==> config.mk <==
export PLATFORM = sky130hd
export DESIGN_NAME = dspt_timer
export DESIGN_NICKNAME = d
export VERILOG_FILES = /design/src/rtl/dspt_pkg.sv /design/src/rtl/dspt_tick.sv /design/src/rtl/dspt_timer.sv /design/src/rtl/dspt_wave.sv
export SDC_FILE = /design/constraint.sdc
export NUM_CORES = 1
export LEC_CHECK = 0
export ABC_CLOCK_PERIOD_IN_PS = 5300
export BUFFER_PORTS_ARGS = -buffer_cell sky130_fd_sc_hd__clkbuf_2
export CAP_MARGIN = 5
export CORE_ASPECT_RATIO = 0.75
export CORE_MARGIN = 4
export CORE_UTILIZATION = 55
export DETAILED_ROUTE_END_ITERATION = 8
export GPL_TIMING_DRIVEN = 0
export PLACE_DENSITY = 0.76
export SYNTH_ARGS = -nofsm -noshare
export SYNTH_HDL_FRONTEND = slang
export SYNTH_SLANG_ARGS = --single-unit
==> constraint.sdc <==
create_clock -name clk_sys -period 5.3 [get_ports clk_sys]
set_clock_uncertainty 0.2 [all_clocks]
set_input_delay 1.06 -clock clk_sys [delete_from_list [all_inputs] [get_ports clk_sys]]
set_output_delay 1.06 -clock clk_sys [all_outputs]
set_load 0.02 [all_outputs]
==> src/rtl/dspt_pkg.sv <==
// Package: register map, field layout, modes and carriers for the dual-slope PWM timer
`default_nettype none
package dspt_pkg;
    // ==========================================
    // Register offsets (byte addresses)
    localparam logic [5:0] ADDR_CTRL_A = 6'h00;
    localparam logic [5:0] ADDR_CTRL_B = 6'h04;
    localparam logic [5:0] ADDR_COUNT = 6'h08;
    localparam logic [5:0] ADDR_CMP_A = 6'h0c;
    localparam logic [5:0] ADDR_CMP_B = 6'h10;
    // ==========================================
    // Word indices (address bits 5:2)
    localparam logic [3:0] IDX_CTRL_A = 4'h0;
    localparam logic [3:0] IDX_CTRL_B = 4'h1;
    localparam logic [3:0] IDX_COUNT = 4'h2;
    localparam logic [3:0] IDX_CMP_A = 4'h3;
    localparam logic [3:0] IDX_CMP_B = 4'h4;
    localparam logic [3:0] IDX_CAPTURE = 4'h5;
    localparam logic [3:0] IDX_FLAGS = 4'h6;
    localparam logic [3:0] IDX_PINDIR = 4'h7;
    // ==========================================
    // Control A fields
    localparam int CA_COM_A_LSB = 6;
    localparam int CA_COM_B_LSB = 4;
    localparam int CA_FORCE_A = 3;
    localparam int CA_FORCE_B = 2;
    localparam int CA_WAVE_LSB = 0;
    localparam logic [7:0] CTRL_A_RESET = 8'h00;
    localparam logic [7:0] CTRL_A_RD_MASK = 8'hf3;
    // Control B: waveform mode high bits 1:0, prescaler select 4:2
    localparam int CB_WAVE_HI_LSB = 0;
    localparam int CB_PRESC_LSB = 2;
    localparam logic [7:0] CTRL_B_RESET = 8'h00;
    // Flag register bits, write one to clear
    localparam int FL_OVF = 0;
    localparam int FL_CMP_A = 1;
    localparam int FL_CMP_B = 2;
    localparam int FL_CAPT = 3;
    // ==========================================
    // Waveform modes, output modes, counter limits
    localparam logic [3:0] WAVE_PC_ICR = 4'ha;
    localparam logic [3:0] WAVE_PC_CMPA = 4'hb;
    localparam logic [3:0] WAVE_PFC_ICR = 4'h8;
    localparam logic [3:0] WAVE_PFC_CMPA = 4'h9;
    localparam logic [3:0] WAVE_FAST_TGL = 4'he;
    localparam logic [1:0] COM_OFF = 2'h0;
    localparam logic [1:0] COM_TOGGLE = 2'h1;
    localparam logic [1:0] COM_NONINV = 2'h2;
    localparam logic [1:0] COM_INV = 2'h3;
    localparam logic [15:0] CNT_BOTTOM = 16'h0000;
    localparam logic [15:0] CNT_MAX = 16'hffff;
    localparam logic [15:0] CMP_RESET = 16'h0000;
    localparam logic [15:0] TOP_RESET = 16'h0000;
    // Prescale dividers 1, 8, 64, 256, 1024
    localparam logic [9:0] DIV_1 = 10'h000;
    localparam logic [9:0] DIV_8 = 10'h007;
    localparam logic [9:0] DIV_64 = 10'h03f;
    localparam logic [9:0] DIV_256 = 10'h0ff;
    localparam logic [9:0] DIV_1024 = 10'h3ff;
    // ==========================================
    // Carrier: one channel's settings for the waveform unit
    typedef struct packed {
        logic [1:0] out_mode;
        logic [15:0] compare;
    } dspt_chan_t;
endpackage
`default_nettype wire

==> src/rtl/dspt_tick.sv <==
// Prescaler: one-cycle timer tick every N I/O clocks
`default_nettype none
module dspt_tick (
    input wire logic clk_sys,
    input wire logic rst_n,
    input wire logic ce,
    input wire logic [2:0] sel,
    output logic tick
);
    logic [9:0] cnt_q;
    logic [9:0] lim;

    // Select terminal count, divider 1 to 1024; sel 0 stops the timer
    always_comb begin
        case (sel)
            3'h1: lim = dspt_pkg::DIV_1;
            3'h2: lim = dspt_pkg::DIV_8;
            3'h3: lim = dspt_pkg::DIV_64;
            3'h4: lim = dspt_pkg::DIV_256;
            3'h5: lim = dspt_pkg::DIV_1024;
            default: lim = dspt_pkg::DIV_1;
        endcase
    end

    // Tick is a qualifier, never a clock
    always_ff @(posedge clk_sys or negedge rst_n) begin
        if (!rst_n) begin
            cnt_q <= 10'h000;
        end else if (ce) begin
            if (sel == 3'h0 || cnt_q >= lim) begin
                cnt_q <= 10'h000;
            end else begin
                cnt_q <= cnt_q + 10'h001;
            end
        end
    end
    assign tick = ce && sel != 3'h0 && sel <= 3'h5 && cnt_q >= lim;
endmodule
`default_nettype wire

==> src/rtl/dspt_timer.sv <==
// Dual-slope 16-bit PWM timer with Avalon-MM register slave
//
// Added by the designer: the Avalon-MM slave port and the register offsets.
`default_nettype none
module dspt_timer (
    input wire logic clk_sys,
    input wire logic rst_n,
    input wire logic ce,
    input wire logic [5:0] avs_address,
    input wire logic avs_read,
    input wire logic avs_write,
    input wire logic [31:0] avs_writedata,
    input wire logic [3:0] avs_byteenable,
    output logic [31:0] avs_readdata,
    output logic avs_waitrequest,
    output logic chan_a_wave_output,
    output logic chan_a_wave_oe,
    output logic chan_b_wave_output,
    output logic chan_b_wave_oe,
    output logic [1:0] port_release
);
    // ==========================================
    // Reset synchroniser
    logic rst_s1_q, rst_s2_q;
    always_ff @(posedge clk_sys or negedge rst_n) begin
        if (!rst_n) begin
            rst_s1_q <= 1'b0;
            rst_s2_q <= 1'b0;
        end else begin
            rst_s1_q <= 1'b1;
            rst_s2_q <= rst_s1_q;
        end
    end
    wire logic rst_i_n = rst_s2_q;

    // ==========================================
    // Registers
    logic [7:0] ctrl_a_q, ctrl_b_q;
    logic [15:0] count_q, cmp_a_buf_q, cmp_b_buf_q, cmp_a_q, cmp_b_q, capture_top_value_q;
    logic [3:0] flags_q;
    logic [1:0] pin_dir_q;
    logic up_q;
    logic wait_q;
    logic [31:0] rdata_q;

    wire logic [3:0] waveform_mode = {ctrl_b_q[dspt_pkg::CB_WAVE_HI_LSB +: 2],
                                     ctrl_a_q[dspt_pkg::CA_WAVE_LSB +: 2]};
    wire logic [3:0] idx = avs_address[5:2];
    wire logic wr = avs_write && !wait_q && avs_byteenable[0];
    wire logic tick;

    // ==========================================
    // Mode decode
    wire logic pfc = waveform_mode == dspt_pkg::WAVE_PFC_ICR
        || waveform_mode == dspt_pkg::WAVE_PFC_CMPA;
    wire logic pc = waveform_mode == dspt_pkg::WAVE_PC_ICR
        || waveform_mode == dspt_pkg::WAVE_PC_CMPA;
    wire logic dual = pfc || pc;
    wire logic top_is_a = waveform_mode == dspt_pkg::WAVE_PFC_CMPA
        || waveform_mode == dspt_pkg::WAVE_PC_CMPA;
    // TOP from channel A compare or capture register
    wire logic [15:0] top = top_is_a ? cmp_a_q : capture_top_value_q;
    wire logic at_top = count_q == top;
    wire logic at_bottom = count_q == dspt_pkg::CNT_BOTTOM;
    wire logic step = ce && tick && dual;
    // Compare load point: BOTTOM in frequency correct, TOP in phase correct
    wire logic load_pt = step && (pfc ? at_bottom : at_top);

    // ==========================================
    // Prescaler
    dspt_tick u_tick (
        .clk_sys(clk_sys),
        .rst_n(rst_i_n),
        .ce(ce),
        .sel(ctrl_b_q[dspt_pkg::CB_PRESC_LSB +: 3]),
        .tick(tick)
    );

    // ==========================================
    // Avalon slave: one wait cycle, then answer
    always_ff @(posedge clk_sys or negedge rst_i_n) begin
        if (!rst_i_n) begin
            wait_q <= 1'b1;
        end else if (ce) begin
            wait_q <= !((avs_read || avs_write) && wait_q);
        end
    end
    assign avs_waitrequest = wait_q;

    // Read mux; registered so data is ready when waitrequest drops
    always_ff @(posedge clk_sys or negedge rst_i_n) begin
        if (!rst_i_n) begin
            rdata_q <= 32'h0000_0000;
        end else if (ce && avs_read && wait_q) begin
            case (idx)
                dspt_pkg::IDX_CTRL_A: begin
                    rdata_q <= {24'h0, ctrl_a_q & dspt_pkg::CTRL_A_RD_MASK};
                end
                dspt_pkg::IDX_CTRL_B: rdata_q <= {24'h0, ctrl_b_q};
                dspt_pkg::IDX_COUNT: rdata_q <= {16'h0, count_q};
                dspt_pkg::IDX_CMP_A: rdata_q <= {16'h0, cmp_a_buf_q};
                dspt_pkg::IDX_CMP_B: rdata_q <= {16'h0, cmp_b_buf_q};
                dspt_pkg::IDX_CAPTURE: rdata_q <= {16'h0, capture_top_value_q};
                dspt_pkg::IDX_FLAGS: rdata_q <= {28'h0, flags_q};
                dspt_pkg::IDX_PINDIR: rdata_q <= {30'h0, pin_dir_q};
                default: rdata_q <= 32'h0000_0000;
            endcase
        end
    end
    assign avs_readdata = rdata_q;

    // Control registers; strobe bits are not stored
    always_ff @(posedge clk_sys or negedge rst_i_n) begin
        if (!rst_i_n) begin
            ctrl_a_q <= dspt_pkg::CTRL_A_RESET;
            ctrl_b_q <= dspt_pkg::CTRL_B_RESET;
            pin_dir_q <= 2'h0;
        end else if (ce && wr) begin
            if (idx == dspt_pkg::IDX_CTRL_A) begin
                ctrl_a_q <= avs_writedata[7:0] & dspt_pkg::CTRL_A_RD_MASK;
            end
            if (idx == dspt_pkg::IDX_CTRL_B) ctrl_b_q <= avs_writedata[7:0];
            if (idx == dspt_pkg::IDX_PINDIR) pin_dir_q <= avs_writedata[1:0];
        end
    end

    // Buffered compare writes and the unbuffered capture TOP
    always_ff @(posedge clk_sys or negedge rst_i_n) begin
        if (!rst_i_n) begin
            cmp_a_buf_q <= dspt_pkg::CMP_RESET;
            cmp_b_buf_q <= dspt_pkg::CMP_RESET;
            capture_top_value_q <= dspt_pkg::TOP_RESET;
        end else if (ce && wr) begin
            if (idx == dspt_pkg::IDX_CMP_A) cmp_a_buf_q <= avs_writedata[15:0];
            if (idx == dspt_pkg::IDX_CMP_B) cmp_b_buf_q <= avs_writedata[15:0];
            if (idx == dspt_pkg::IDX_CAPTURE) capture_top_value_q <= avs_writedata[15:0];
        end
    end

    // Active compares load only at the update point; outside the dual-slope modes they follow at once
    always_ff @(posedge clk_sys or negedge rst_i_n) begin
        if (!rst_i_n) begin
            cmp_a_q <= dspt_pkg::CMP_RESET;
            cmp_b_q <= dspt_pkg::CMP_RESET;
        end else if (ce && (load_pt || !dual)) begin
            cmp_a_q <= cmp_a_buf_q;
            cmp_b_q <= cmp_b_buf_q;
        end
    end

    // ==========================================
    // Up/down counter; TOP held one tick, then reversal
    always_ff @(posedge clk_sys or negedge rst_i_n) begin
        if (!rst_i_n) begin
            count_q <= dspt_pkg::CNT_BOTTOM;
            up_q <= 1'b1;
        end else if (ce && wr && idx == dspt_pkg::IDX_COUNT) begin
            count_q <= avs_writedata[15:0];
        end else if (step) begin
            if (up_q) begin
                if (at_top) begin
                    up_q <= 1'b0;
                    count_q <= count_q - 16'h0001;
                end else begin
                    count_q <= count_q + 16'h0001;
                end
            end else if (at_bottom) begin
                up_q <= 1'b1;
                count_q <= count_q + 16'h0001;
            end else begin
                count_q <= count_q - 16'h0001;
            end
        end
    end

    // ==========================================
    // Flags: hardware set wins over write-one-to-clear
    wire logic match_a = count_q == cmp_a_q;
    wire logic match_b = count_q == cmp_b_q;
    logic [3:0] set_v;
    always_comb begin
        set_v = 4'h0;
        set_v[dspt_pkg::FL_OVF] = step && at_bottom;
        set_v[dspt_pkg::FL_CMP_A] = step && match_a;
        set_v[dspt_pkg::FL_CMP_B] = step && match_b;
        set_v[dspt_pkg::FL_CAPT] = step && !top_is_a && at_top;
    end
    always_ff @(posedge clk_sys or negedge rst_i_n) begin
        if (!rst_i_n) begin
            flags_q <= 4'h0;
        end else if (ce) begin
            if (wr && idx == dspt_pkg::IDX_FLAGS) begin
                flags_q <= (flags_q & ~avs_writedata[3:0]) | set_v;
            end else begin
                flags_q <= flags_q | set_v;
            end
        end
    end

    // ==========================================
    // Waveform units. Non-inverting match at the turn points yields BOTTOM low and TOP high
    // Toggle on A in modes 9 and 11, in 11 as the phase correct rule asks; mode 14 sets tgl_a but A never toggles there, as dual is low
    wire logic tgl_a = waveform_mode == dspt_pkg::WAVE_PFC_CMPA
        || waveform_mode == dspt_pkg::WAVE_FAST_TGL
        || waveform_mode == dspt_pkg::WAVE_PC_CMPA;
    dspt_pkg::dspt_chan_t ch_a, ch_b;
    assign ch_a = '{out_mode: ctrl_a_q[dspt_pkg::CA_COM_A_LSB +: 2], compare: cmp_a_q};
    assign ch_b = '{out_mode: ctrl_a_q[dspt_pkg::CA_COM_B_LSB +: 2], compare: cmp_b_q};
    logic wave_a, wave_b;
    // BOTTOM counts as rising and TOP as falling, so extreme compares hold a level
    // Toggle for A uses TOP match; B never toggles
    dspt_wave u_wave_a (
        .clk_sys(clk_sys),
        .rst_n(rst_i_n),
        .ce(ce),
        .tick(tick),
        .dual(dual),
        .tgl_ok(tgl_a),
        .up((up_q || at_bottom) && !at_top),
        .match(match_a),
        .chan(ch_a),
        .wave(wave_a)
    );
    dspt_wave u_wave_b (
        .clk_sys(clk_sys),
        .rst_n(rst_i_n),
        .ce(ce),
        .tick(tick),
        .dual(dual),
        .tgl_ok(1'b0),
        .up((up_q || at_bottom) && !at_top),
        .match(match_b),
        .chan(ch_b),
        .wave(wave_b)
    );

    // ==========================================
    // Pin stage: registered; drive only with direction set and a connected mode
    logic conn_a, conn_b;
    always_comb begin
        conn_a = ch_a.out_mode[1] || (ch_a.out_mode == dspt_pkg::COM_TOGGLE && tgl_a);
        conn_b = ch_b.out_mode[1];
    end
    always_ff @(posedge clk_sys or negedge rst_i_n) begin
        if (!rst_i_n) begin
            chan_a_wave_output <= 1'b0;
            chan_b_wave_output <= 1'b0;
            chan_a_wave_oe <= 1'b0;
            chan_b_wave_oe <= 1'b0;
            port_release <= 2'h3;
        end else if (ce) begin
            chan_a_wave_output <= wave_a;
            chan_b_wave_output <= wave_b;
            chan_a_wave_oe <= conn_a && pin_dir_q[0];
            chan_b_wave_oe <= conn_b && pin_dir_q[1];
            port_release <= {!conn_b, !conn_a};
        end
    end
endmodule
`default_nettype wire

==> src/rtl/dspt_wave.sv <==
// Waveform unit for one channel in dual-slope PWM
`default_nettype none
module dspt_wave (
    input wire logic clk_sys,
    input wire logic rst_n,
    input wire logic ce,
    input wire logic tick,
    input wire logic dual,
    input wire logic tgl_ok,
    input wire logic up,
    input wire logic match,
    input wire dspt_pkg::dspt_chan_t chan,
    output logic wave
);
    logic wave_q;

    // Clear on up-match and set on down-match, swapped when inverting
    always_ff @(posedge clk_sys or negedge rst_n) begin
        if (!rst_n) begin
            wave_q <= 1'b0;
        end else if (ce && tick && dual && match) begin
            case (chan.out_mode)
                dspt_pkg::COM_NONINV: wave_q <= !up;
                dspt_pkg::COM_INV: wave_q <= up;
                dspt_pkg::COM_TOGGLE: wave_q <= tgl_ok ? !wave_q : wave_q;
                default: wave_q <= wave_q;
            endcase
        end
    end
    assign wave = wave_q;
endmodule
`default_nettype wire

==> impl_metrics.ini, run 1 <==
[drt]
via_count = 6636
ant_nets = 0
drc = 0
drt_iter0_drc = 668
wire_per_inst_um = 22.03
viasPerCell = 6.144
drt-pass1-iter-count = 6
routed_wl_um = 23800

[power]
max-vdd-ir-drop_mv = 0.2609
total_power_mw = 3.388
power_leakage_nw = 4.435
power_density_nw_per_um2 = 357.1

[die]
die_h_um = 114.5
core_area_um2 = 14640
dieArea_um2 = 17180
die_x_um = 150.0
initial_core_util_pct = 56.81
rows = 38
io_pins = 86

[worst_setup_path]
crit_top_cell = clkbuf_1
r2r_slack_ns = 1.01
path_max_fanout = 10
crit_type = register to register
crit_arrival_ns = 4.43
ff2ff_path_depth = 13
cp_cell_sequence = nor2b_1, or2_2, ha_1, nand2b_1, a211oi_1, o211ai_1, a311o_1, nand2_1, clkbuf_1, clkbuf_1, clkbuf_1, o21ai_0, a31oi_1
startpoint_type = register
r2r-end = count_q[10]
crit_path_end_kind = register
critical_path_required_ns = 5.45
slowest_stage = clkbuf_1
max_stage_delay_ns = 0.49
regToRegStartpoint = ctrl_b_q[4]

[clock_network]
clk_pin_slew_worst_paths_ns = 0.06
cts.sinks = 154
ctsResizeCount = 0
h-tree-depth = 4
tritoncts = built
cts_root_buf = clkbuf_16
cts_setup_buffers = 0
ctsHoldBuffers = 0
cts_made_buffers = 17
clk_path_buf_depth = 2
worstSkewPairLatency_ns = 0.43

[sta]
fin_ws_ns = 1.014
rsz0062_at_grt = no
hold_ws_ns = 0.1140
worst_pin_slew_ns = 1.112
fmax_ghz = 0.2333
relSlewSlack_pct = 25.30
report.final.slew_viol_count = 0
period_share_pct = 80.87
setup_viol = 0
finalHoldViolCount = 0
finalCriticalPeriod_ns = 4.286

[synth]
synthCells = 785
synthDistinctLibCells = 61
synth.top_cells.by_area = dfrtp_1 45%, mux2_2 14%, nand2_1 2.8%, xor2_1 2.7%, o21ai_0 2.4%
synth_top_cell_area_share_pct = 45.12
yosysSeqAreaShare_pct = 46.38
async_reset_ff_share_pct = 100.0
synth-edff-count = 0
syn-mean-instance-area_um2 = 10.60
yosys_warnings = 0
synth_top_area_cell = dfrtp_1
netlist_area_um2 = 8319
ys_ff_latch = 154
synth_ff_type = dfrtp_1

[run_status]
outcome = completed

[layout]
design_area_um2 = 9487
n_antenna_cell = 0
nFillCells = 1230
final_layout_size_suffix_gt1_share_pct = 25.11
final_nets = 927
area_growth_syn_to_layout_pct = 14.03
fin_util_pct = 64.78

[global_routing]
grt_max_degree = 65
antenna_found_initial = 0
grt_pass1_wl_um = 37160
grt_pass1_vias = 6486
grt.overflow.total = 0
grt_use_total_pct = 28.88

[placement]
placed_cell_area_um2 = 8915
dp_hpwl_um = 17320
port_buffers = 46
routabilityCongestion = 0.9781
place_ws_ns = 1.131

[worst_hold_path]
hp-class = register to asynchronous set/reset pin

[run]
drv_cap = 0
==> worst max path at each step <==
stage / depth (start not counted) / to / slack, ns / startpoint
after floorplan: 0 / avs_readdata[0] / 0.50 / rst_i_n
after global placement: 0 / avs_readdata[9] / -1.24 / rst_i_n
after detailed placement: 13 / count_q[10] / 1.13 / ctrl_b_q[4]
after CTS: 13 / count_q[10] / 1.10 / ctrl_b_q[4]
after global routing: 13 / count_q[10] / 0.73 / ctrl_b_q[4]
final: 13 / count_q[10] / 1.01 / ctrl_b_q[4]
==> stage by stage <==
stage / instances / TNS (ns)
after floorplan: 800 / 0
after global placement: 1046 / -181.04
after detailed placement: 1048 / 0
after CTS: 1080 / 0
after global routing: 1080 / 0
final: 1080 / 0
==> layer usage <==
| metal | vias up | GRT usage (%) | routed length (um) |
|---|---|---|---|
| met5 | - | 0 | 0 |
| met4 | 0 | 6.825 | 259 |
| li1 | 2982 | - | - |
| met3 | 33 | 10.61 | 2566 |
| met2 | 312 | 41.78 | 10330 |
| met1 | 3309 | 41.53 | 10640 |
==> area by class of cell <==
class	instances	area, um2	area share, %
inverters	26	97.59	1.029
plain buffers	65	321.6	3.390
well taps	200	250.2	2.638
clock buffers	21	470.5	4.959
flip-flops and latches	154	3862	40.71
clock inverters	11	95.09	1.002
multi-input cells	555	4104	43.26
repair buffers	48	285.3	3.007
==> sequential cells by signal (all words and copies together) (netlist names), 2 cells and up <==
signal,flops
count_q,16
cmp_b_q,16
pin_dir_q,2
cmp_a_q,16
flags_q,4
avs_readdata,16
capture_top_value_q,16
ctrl_b_q,8
ctrl_a_q,6
cmp_a_buf_q,16
cmp_b_buf_q,16
u_tick.cnt_q,10
port_release,2
==> placed cells by master, fill, tap and decap left out, types with 4 or more instances in the layout <==
cell type and instances:
a211oi_1 5, a21oi_1 14, a221o_1 4, a221oi_1 18, a22o_1 15, a22oi_1 6
a31oi_1 12, and2_1 5, and3_1 6, buf_2 8, buf_4 16, clkbuf_1 40
clkbuf_16 17, clkbuf_2 46, clkinv_2 6, conb_1 17, dfrtp_1 149, dfstp_2 4
ha_1 13, inv_1 25, mux2_2 104, mux2i_1 18, nand2_1 62, nand2b_1 7
nand3_1 19, nor2_1 34, nor2b_1 16, nor3_1 19, nor4_1 9, o2111ai_1 4
o211ai_1 6, o21ai_0 40, o22ai_1 10, or3_1 13, xnor2_1 11, xor2_1 26
==> worst max-delay path, delay by kind of cell (launching register included) <==
family          cells  cell delay [ns]
compound gates      5             1.17
fa+ha+maj           1             0.27
buf+inv             3             1.40
flops               1             0.43
simple gates        4             0.72
==> power by group <==
part	switching (mW)	internal, mW	leakage [nW]
clock	0.496	0.682	0.287
sequential	0.113	1.29	2.08
combinational	0.481	0.330	2.07
==> cells by family after synthesis <==
kind of cell             synth area share, %
AO/OA/AOI/OAI                          13.61
XOR/XNOR                               3.895
adder cells (fa/ha/maj)                1.955
buffers and inverters                  5.038
flip-flops                             46.38
multiplexers                           16.74
other                                0.09027
AND/OR/NAND/NOR                        12.29
==> synthesized netlist by cell type, drive strengths merged (3+ instances only) <==
master / number
xor2: 26
a31oi: 12
nand3: 19
and2: 6
a21o: 3
a211oi: 5
mux2i: 18
a221o: 4
a22oi: 6
nor2: 34
a22o: 15
or3: 13
a221oi: 18
o21ai: 40
o211ai: 6
a21oi: 14
nor2b: 16
nor3: 19
inv: 26
and3: 6
xnor2: 11
o31a: 3
a2111oi: 4
mux2: 107
dfstp: 4
o2111ai: 4
dfrtp: 150
nand2: 62
buf: 26
a222oi: 3
clkbuf: 39
ha: 13
o22ai: 10
nand2b: 7
nor4: 10
(Power assumes the default switching activity.)
==> run 2, diff against run 1 <==
--- a/config.mk
+++ b/config.mk
@@ -5,7 +5,7 @@
 export SDC_FILE = /design/constraint.sdc
 export NUM_CORES = 1
 export LEC_CHECK = 0
-export ABC_CLOCK_PERIOD_IN_PS = 5300
+export ABC_CLOCK_PERIOD_IN_PS = 4200
 export BUFFER_PORTS_ARGS = -buffer_cell sky130_fd_sc_hd__clkbuf_2
 export CAP_MARGIN = 5
 export CORE_ASPECT_RATIO = 0.75
==> constraint.sdc (replaced) <==
create_clock -name clk_sys -period 4.2 [get_ports clk_sys]
set_clock_uncertainty 0.2 [all_clocks]
set_input_delay 0.84 -clock clk_sys [delete_from_list [all_inputs] [get_ports clk_sys]]
set_output_delay 0.84 -clock clk_sys [all_outputs]
set_load 0.02 [all_outputs]
==> run 2 against run 1 <==
  * Die area unchanged
  * Setup slack worse by 0.73 ns
  * Sequential power up 26%
  * Global-route usage down 0.15 points
  * First-iteration DRC count up 9.7%
  * Critical path depth unchanged
  * Register-to-register slack worse by 0.73 ns
  * Flip-flop and latch count unchanged
  * Clock power up 31%
  * Count of clock-buffer cells in the layout up 1
  * Hold slack better by 0.021 ns
==> impl_metrics.ini, run 2 (synthesized netlist as in run 1, its figures left out) <==
[power]
total_power_mw = 4.336
combPwrFrac_pct = 23.5
p_sw_mw = 1.372
power_density_nw_per_um2 = 455.3
intPower_mw = 2.964
max-vdd-ir-drop_mv = 0.3080
power_leakage_nw = 4.448
clkPwrFrac_pct = 35.8
seq_power_share_pct = 40.7
p_sw_share_pct = 31.64

[layout]
n_antenna_cell = 0
regArea_um2 = 3862
multi_input_area_um2 = 4111
nFillCells = 1186
area_growth_syn_to_layout_pct = 14.48
final_layout_size_suffix_gt1_share_pct = 25.34
final_nets = 927
fin_util_pct = 65.04
final_cell_mix = 149 x dfrtp_1, 104 x mux2_2, 61 x nand2_1
layout_commonest_cell = dfrtp_1

[clock_network]
cts_root_buf = clkbuf_16
cts_made_buffers = 17
cts.sinks = 154
cts_setup_buffers = 0
clk_path_buf_depth = 2
tritoncts = built
h-tree-depth = 4
clk_pin_slew_worst_paths_ns = 0.06
worstSkewPairLatency_ns = 0.43

[sta]
setup_tns_ns = 0
worst_pin_slew_ns = 1.103
hold_ws_ns = 0.1346
finalCriticalPeriod_ns = 3.917
setup_viol = 0
report.final.slew_viol_count = 0
fin_ws_ns = 0.2827
finalHoldViolCount = 0
fmax_ghz = 0.2553
rsz0062_at_grt = no
period_share_pct = 93.27
relSlewSlack_pct = 25.91

[die]
io_pins = 86
die_x_um = 150.0
initial_core_util_pct = 56.81
core_area_um2 = 14640
dieArea_um2 = 17180
die_h_um = 114.5
rows = 38

[worst_setup_path]
path_max_fanout = 10
startpoint_type = register
worstPathBufferInverterCount = 4
critPathLaunch = count_q[0]
regToRegStartpoint = count_q[0]
crit_type = register to register
crit_path_end_kind = register
critPathTopFamily = simple AND/OR/NAND/NOR gates
slowest_stage = or3_1
cp_cell_sequence = clkbuf_1, inv_1, ha_1, nor3b_2, nand3_1, or3_1, nor2b_1, a41oi_2, buf_6, buf_2, mux2_2, a21oi_1, o22ai_1
max_stage_delay_ns = 0.47
critical_path_required_ns = 4.31
crit_arrival_ns = 4.02

[drt]
routed_wl_um = 23440
drt-pass1-iter-count = 5
drc = 0
via_count = 6580
drt_iter0_drc = 733
ant_nets = 0
viasPerCell = 6.093
wire_per_inst_um = 21.70

[placement]
dp_hpwl_um = 17140
place_ws_ns = 0.002158
routabilityCongestion = 0.9382
port_buffers = 46

[global_routing]
grt.overflow.total = 0
grt_max_degree = 65
grt_pass1_wl_um = 37050
grt_pass1_vias = 6445
grt_use_total_pct = 28.73
antenna_found_initial = 0

[run_status]
outcome = completed

[run]
drv_cap = 0

[worst_hold_path]
hp-class = register to asynchronous set/reset pin
[run 2: changes by cell type in the layout (fill, tap and decap cells not counted), sizes merged]
cell         before  now
clkinv            8    4
inv              28   29
bufinv            1    2
clkinvlp          0    1
dlygate4sd3       0    1
[run 2: final timing paths]
path / end / slack (ns) / depth (start not counted)
min reg2reg: count_q[4] / 0.13 / 0
max in group asynchronous: avs_readdata[14] / 2.65 / 2
min: count_q[4] / 0.13 / 0
max: count_q[11] / 0.28 / 13
min in group clk_sys: rst_i_n / 0.15 / 0
max reg2reg: count_q[11] / 0.28 / 13
[run 2: area by class of cell]
| cell class | instances | area share, % |
|---|---|---|
| multi-input combinational | 555 | 43.17 |
| clock buffer | 22 | 4.979 |
| inverter | 26 | 1.025 |
| clock inverter | 10 | 1.195 |
| sequential | 154 | 40.55 |
| tap | 200 | 2.627 |
| timing repair buffer | 49 | 3.100 |
| buffer | 64 | 3.350 |
[run 2: layer usage]
layer	track usage (%)	vias up	share of wire (%)
met5	0	-	0
met4	8.714	0	2.2
met3	10.33	51	12
met2	39.89	301	41
met1	42.07	3240	45
li1	-	2988	-
[run 2: power groups by stage]
stage,registers [mW],logic (mW),clock network [mW]
after floorplan,1.77,0.706,0
after global placement,1.80,0.937,0
after detailed placement,1.79,0.985,0
after CTS,1.76,0.996,1.56
after global routing,1.78,1.11,1.63
final,1.77,1.02,1.55
[run 2: metrics by stage]
step / instances / instance area, um2
floorplan: 800 / 8377
global placement: 1046 / 8857
detailed placement: 1048 / 8915
CTS: 1080 / 9509
global route: 1080 / 9524
finish: 1080 / 9524
[run 2: what timing repair did]
| item | in CTS | in global routing |
|---|---|---|
| endpoints found under the setup margin | 3 | 11 |
| hold buffers | 1 | 0 |
| endpoints found under the hold margin | 2 | 0 |
| resized for setup | 0 | 4 |
==> run 3, diff against run 2 <==
--- a/config.mk
+++ b/config.mk
@@ -14,6 +14,7 @@
 export DETAILED_ROUTE_END_ITERATION = 8
 export GPL_TIMING_DRIVEN = 0
 export PLACE_DENSITY = 0.76
+export REMOVE_ABC_BUFFERS = 1
 export SYNTH_ARGS = -nofsm -noshare
 export SYNTH_HDL_FRONTEND = slang
 export SYNTH_SLANG_ARGS = --single-unit
==> run 3 against run 2 <==
  * Non-clock buffer count decreased by 53
  * Hold slack got worse by 0.024 ns
  * Utilization decreased by 0.72 points
  * Critical path depth decreased by 5
  * Global-route usage decreased by 2.3 points
  * Via count decreased by 2.7%
  * Count of clock-buffer cells in the layout increased by 1
  * First-iteration DRC count decreased by 4.2%
  * Combinational power decreased by 15%
  * Flip-flop and latch count unchanged
  * Sequential share of layout area increased by 0.45 points
  * Critical endpoint is now cmp_b_q[6]
==> impl_metrics.ini, run 3 (synthesized netlist as in run 1, its figures left out) <==
[power]
intPower_mw = 3.073
seq_power_share_pct = 42.1
power_density_nw_per_um2 = 468.4
p_sw_share_pct = 30.34
power_leakage_nw = 4.372
max-vdd-ir-drop_mv = 0.3509
p_sw_mw = 1.339
clkPwrFrac_pct = 38.2
combPwrFrac_pct = 19.7

[clock_network]
cts_made_buffers = 17
h-tree-depth = 4
tritoncts = built
clk_pin_slew_worst_paths_ns = 0.06
cts.sinks = 154
clk_path_buf_depth = 2
cts_root_buf = clkbuf_16
worstSkewPairLatency_ns = 0.43

[global_routing]
antenna_found_initial = 0
grt_use_total_pct = 26.42
grt_max_degree = 73
grt_pass1_wl_um = 34830
grtUsageMet2_pct = 38.45
grt.overflow.total = 0
grt_pass1_vias = 6191
use_met3_pct = 7.281
globalRouteMet1Util_pct = 39.15
grt-busiest-layer = met1

[sta]
report.final.slew_viol_count = 0
setup_viol = 0
worst_pin_slew_ns = 1.146
period_share_pct = 92.04
rsz0062_at_grt = no
fmax_ghz = 0.2587
relSlewSlack_pct = 23.63
finalHoldViolCount = 0
hold_ws_ns = 0.1104
finalCriticalPeriod_ns = 3.866
fin_ws_ns = 0.3342

[worst_setup_path]
path_max_fanout = 16
crit_arrival_ns = 3.97
crit_type = register to register
cp_cell_sequence = nand3b_1, a211oi_1, o22ai_1, a2111oi_2, a31oi_1, o21ai_1, nand2_4, mux2_1
crit_path_end_kind = register
max_stage_delay_ns = 0.59
slowest_stage = nand3b_1
critical_path_required_ns = 4.30
critPathTopFamily = compound AO/OA/AOI/OAI gates
startpoint_type = register
worstPathBufferInverterCount = 0

[drt]
drc = 0
viasPerCell = 6.230
wire_per_inst_um = 21.52
routed_wl_um = 22130
drt_iter0_drc = 702
ant_nets = 0
drt-pass1-iter-count = 7
via_count = 6404

[run_status]
outcome = completed

[die]
dieArea_um2 = 17180
die_x_um = 150.0
initial_core_util_pct = 56.81
io_pins = 86
core_area_um2 = 14640
rows = 38
die_h_um = 114.5

[run]
drv_cap = 0

[layout]
final_nets = 875
multi_input_area_um2 = 4164
final_cells = 1028
final_cell_mix = 149 x dfrtp_1, 104 x mux2_2, 60 x nand2_1
layout_commonest_cell = dfrtp_1
n_antenna_cell = 0
final_layout_size_suffix_gt1_share_pct = 25.85
nFillCells = 1172
regArea_um2 = 3862
area_growth_syn_to_layout_pct = 13.22

[worst_hold_path]
hp-class = register to asynchronous set/reset pin

[placement]
port_buffers = 48
placed_cells = 989
routabilityCongestion = 0.8971
dp_hpwl_um = 15460
place_ws_ns = -0.3550
## run 3: final timing paths
| check | start | to | slack (ns) | cells after the start |
|---|---|---|---|---|
| max in group asynchronous | rst_i_n | up_q | 2.92 | 1 |
| setup reg to reg | ctrl_b_q[0] | cmp_b_q[6] | 0.33 | 8 |
| setup / recovery | ctrl_b_q[0] | cmp_b_q[6] | 0.33 | 8 |
| min in group clk_sys | rst_s1_q | rst_i_n | 0.16 | 0 |
| hold reg to reg | rst_i_n | pin_dir_q[0] | 0.11 | 0 |
| hold / removal | rst_i_n | pin_dir_q[0] | 0.11 | 0 |
## run 3: final cells by class
type,instances,share of cell area [%]
clock buffer,23,5.181
clock inverter,9,1.687
inverter,26,1.036
multi-input combinational,556,44.21
sequential,154,41.01
tap,200,2.657
timing repair buffer,60,4.224
## run 3: worst reg2reg max path, cell delays in order, from the launching register on
cell	delay [ns]
dfrtp_1	0.44
nand3b_1	0.59
a211oi_1	0.45
o22ai_1	0.16
a2111oi_2	0.52
a31oi_1	0.16
o21ai_1	0.48
nand2_4	0.32
mux2_1	0.42
## run 3: through the flow
step	cell area [um2]	util (%)	setup TNS [ns]	power, mW
global placement	8544	58.35	-365.20	2.679
global route	9419	64.32	0	4.624
detailed placement	8660	59.13	-11.38	2.714
CTS	9335	63.75	0	4.410
finish	9419	64.32	0	4.412
floorplan	8054	-	-89.04	2.430
## run 3: power groups by stage
stage | combinational (mW) | clock, mW | sequential [mW]
floorplan | 0.601 | 0 | 1.83
finish | 0.870 | 1.68 | 1.86
global placement | 0.794 | 0 | 1.89
global route | 0.959 | 1.78 | 1.88
CTS | 0.855 | 1.71 | 1.85
detailed placement | 0.840 | 0 | 1.87
## run 3: metal layers
| metal | wire length (um) | part of all wire (%) |
|---|---|---|
| met2 | 9620 | 43 |
| met4 | 323 | 1.5 |
| met5 | 0 | 0 |
| met1 | 10210 | 46 |
| met3 | 1969 | 8.9 |
## run 3: what timing repair did
item                                    in CTS  in global routing
buffers inserted                             0                  5
resized for setup                            3                  3
endpoints found under the setup margin      43                 41
hold endpoints to repair                     2                  0
hold buffers                                 1                  0
cloned                                       0                  1
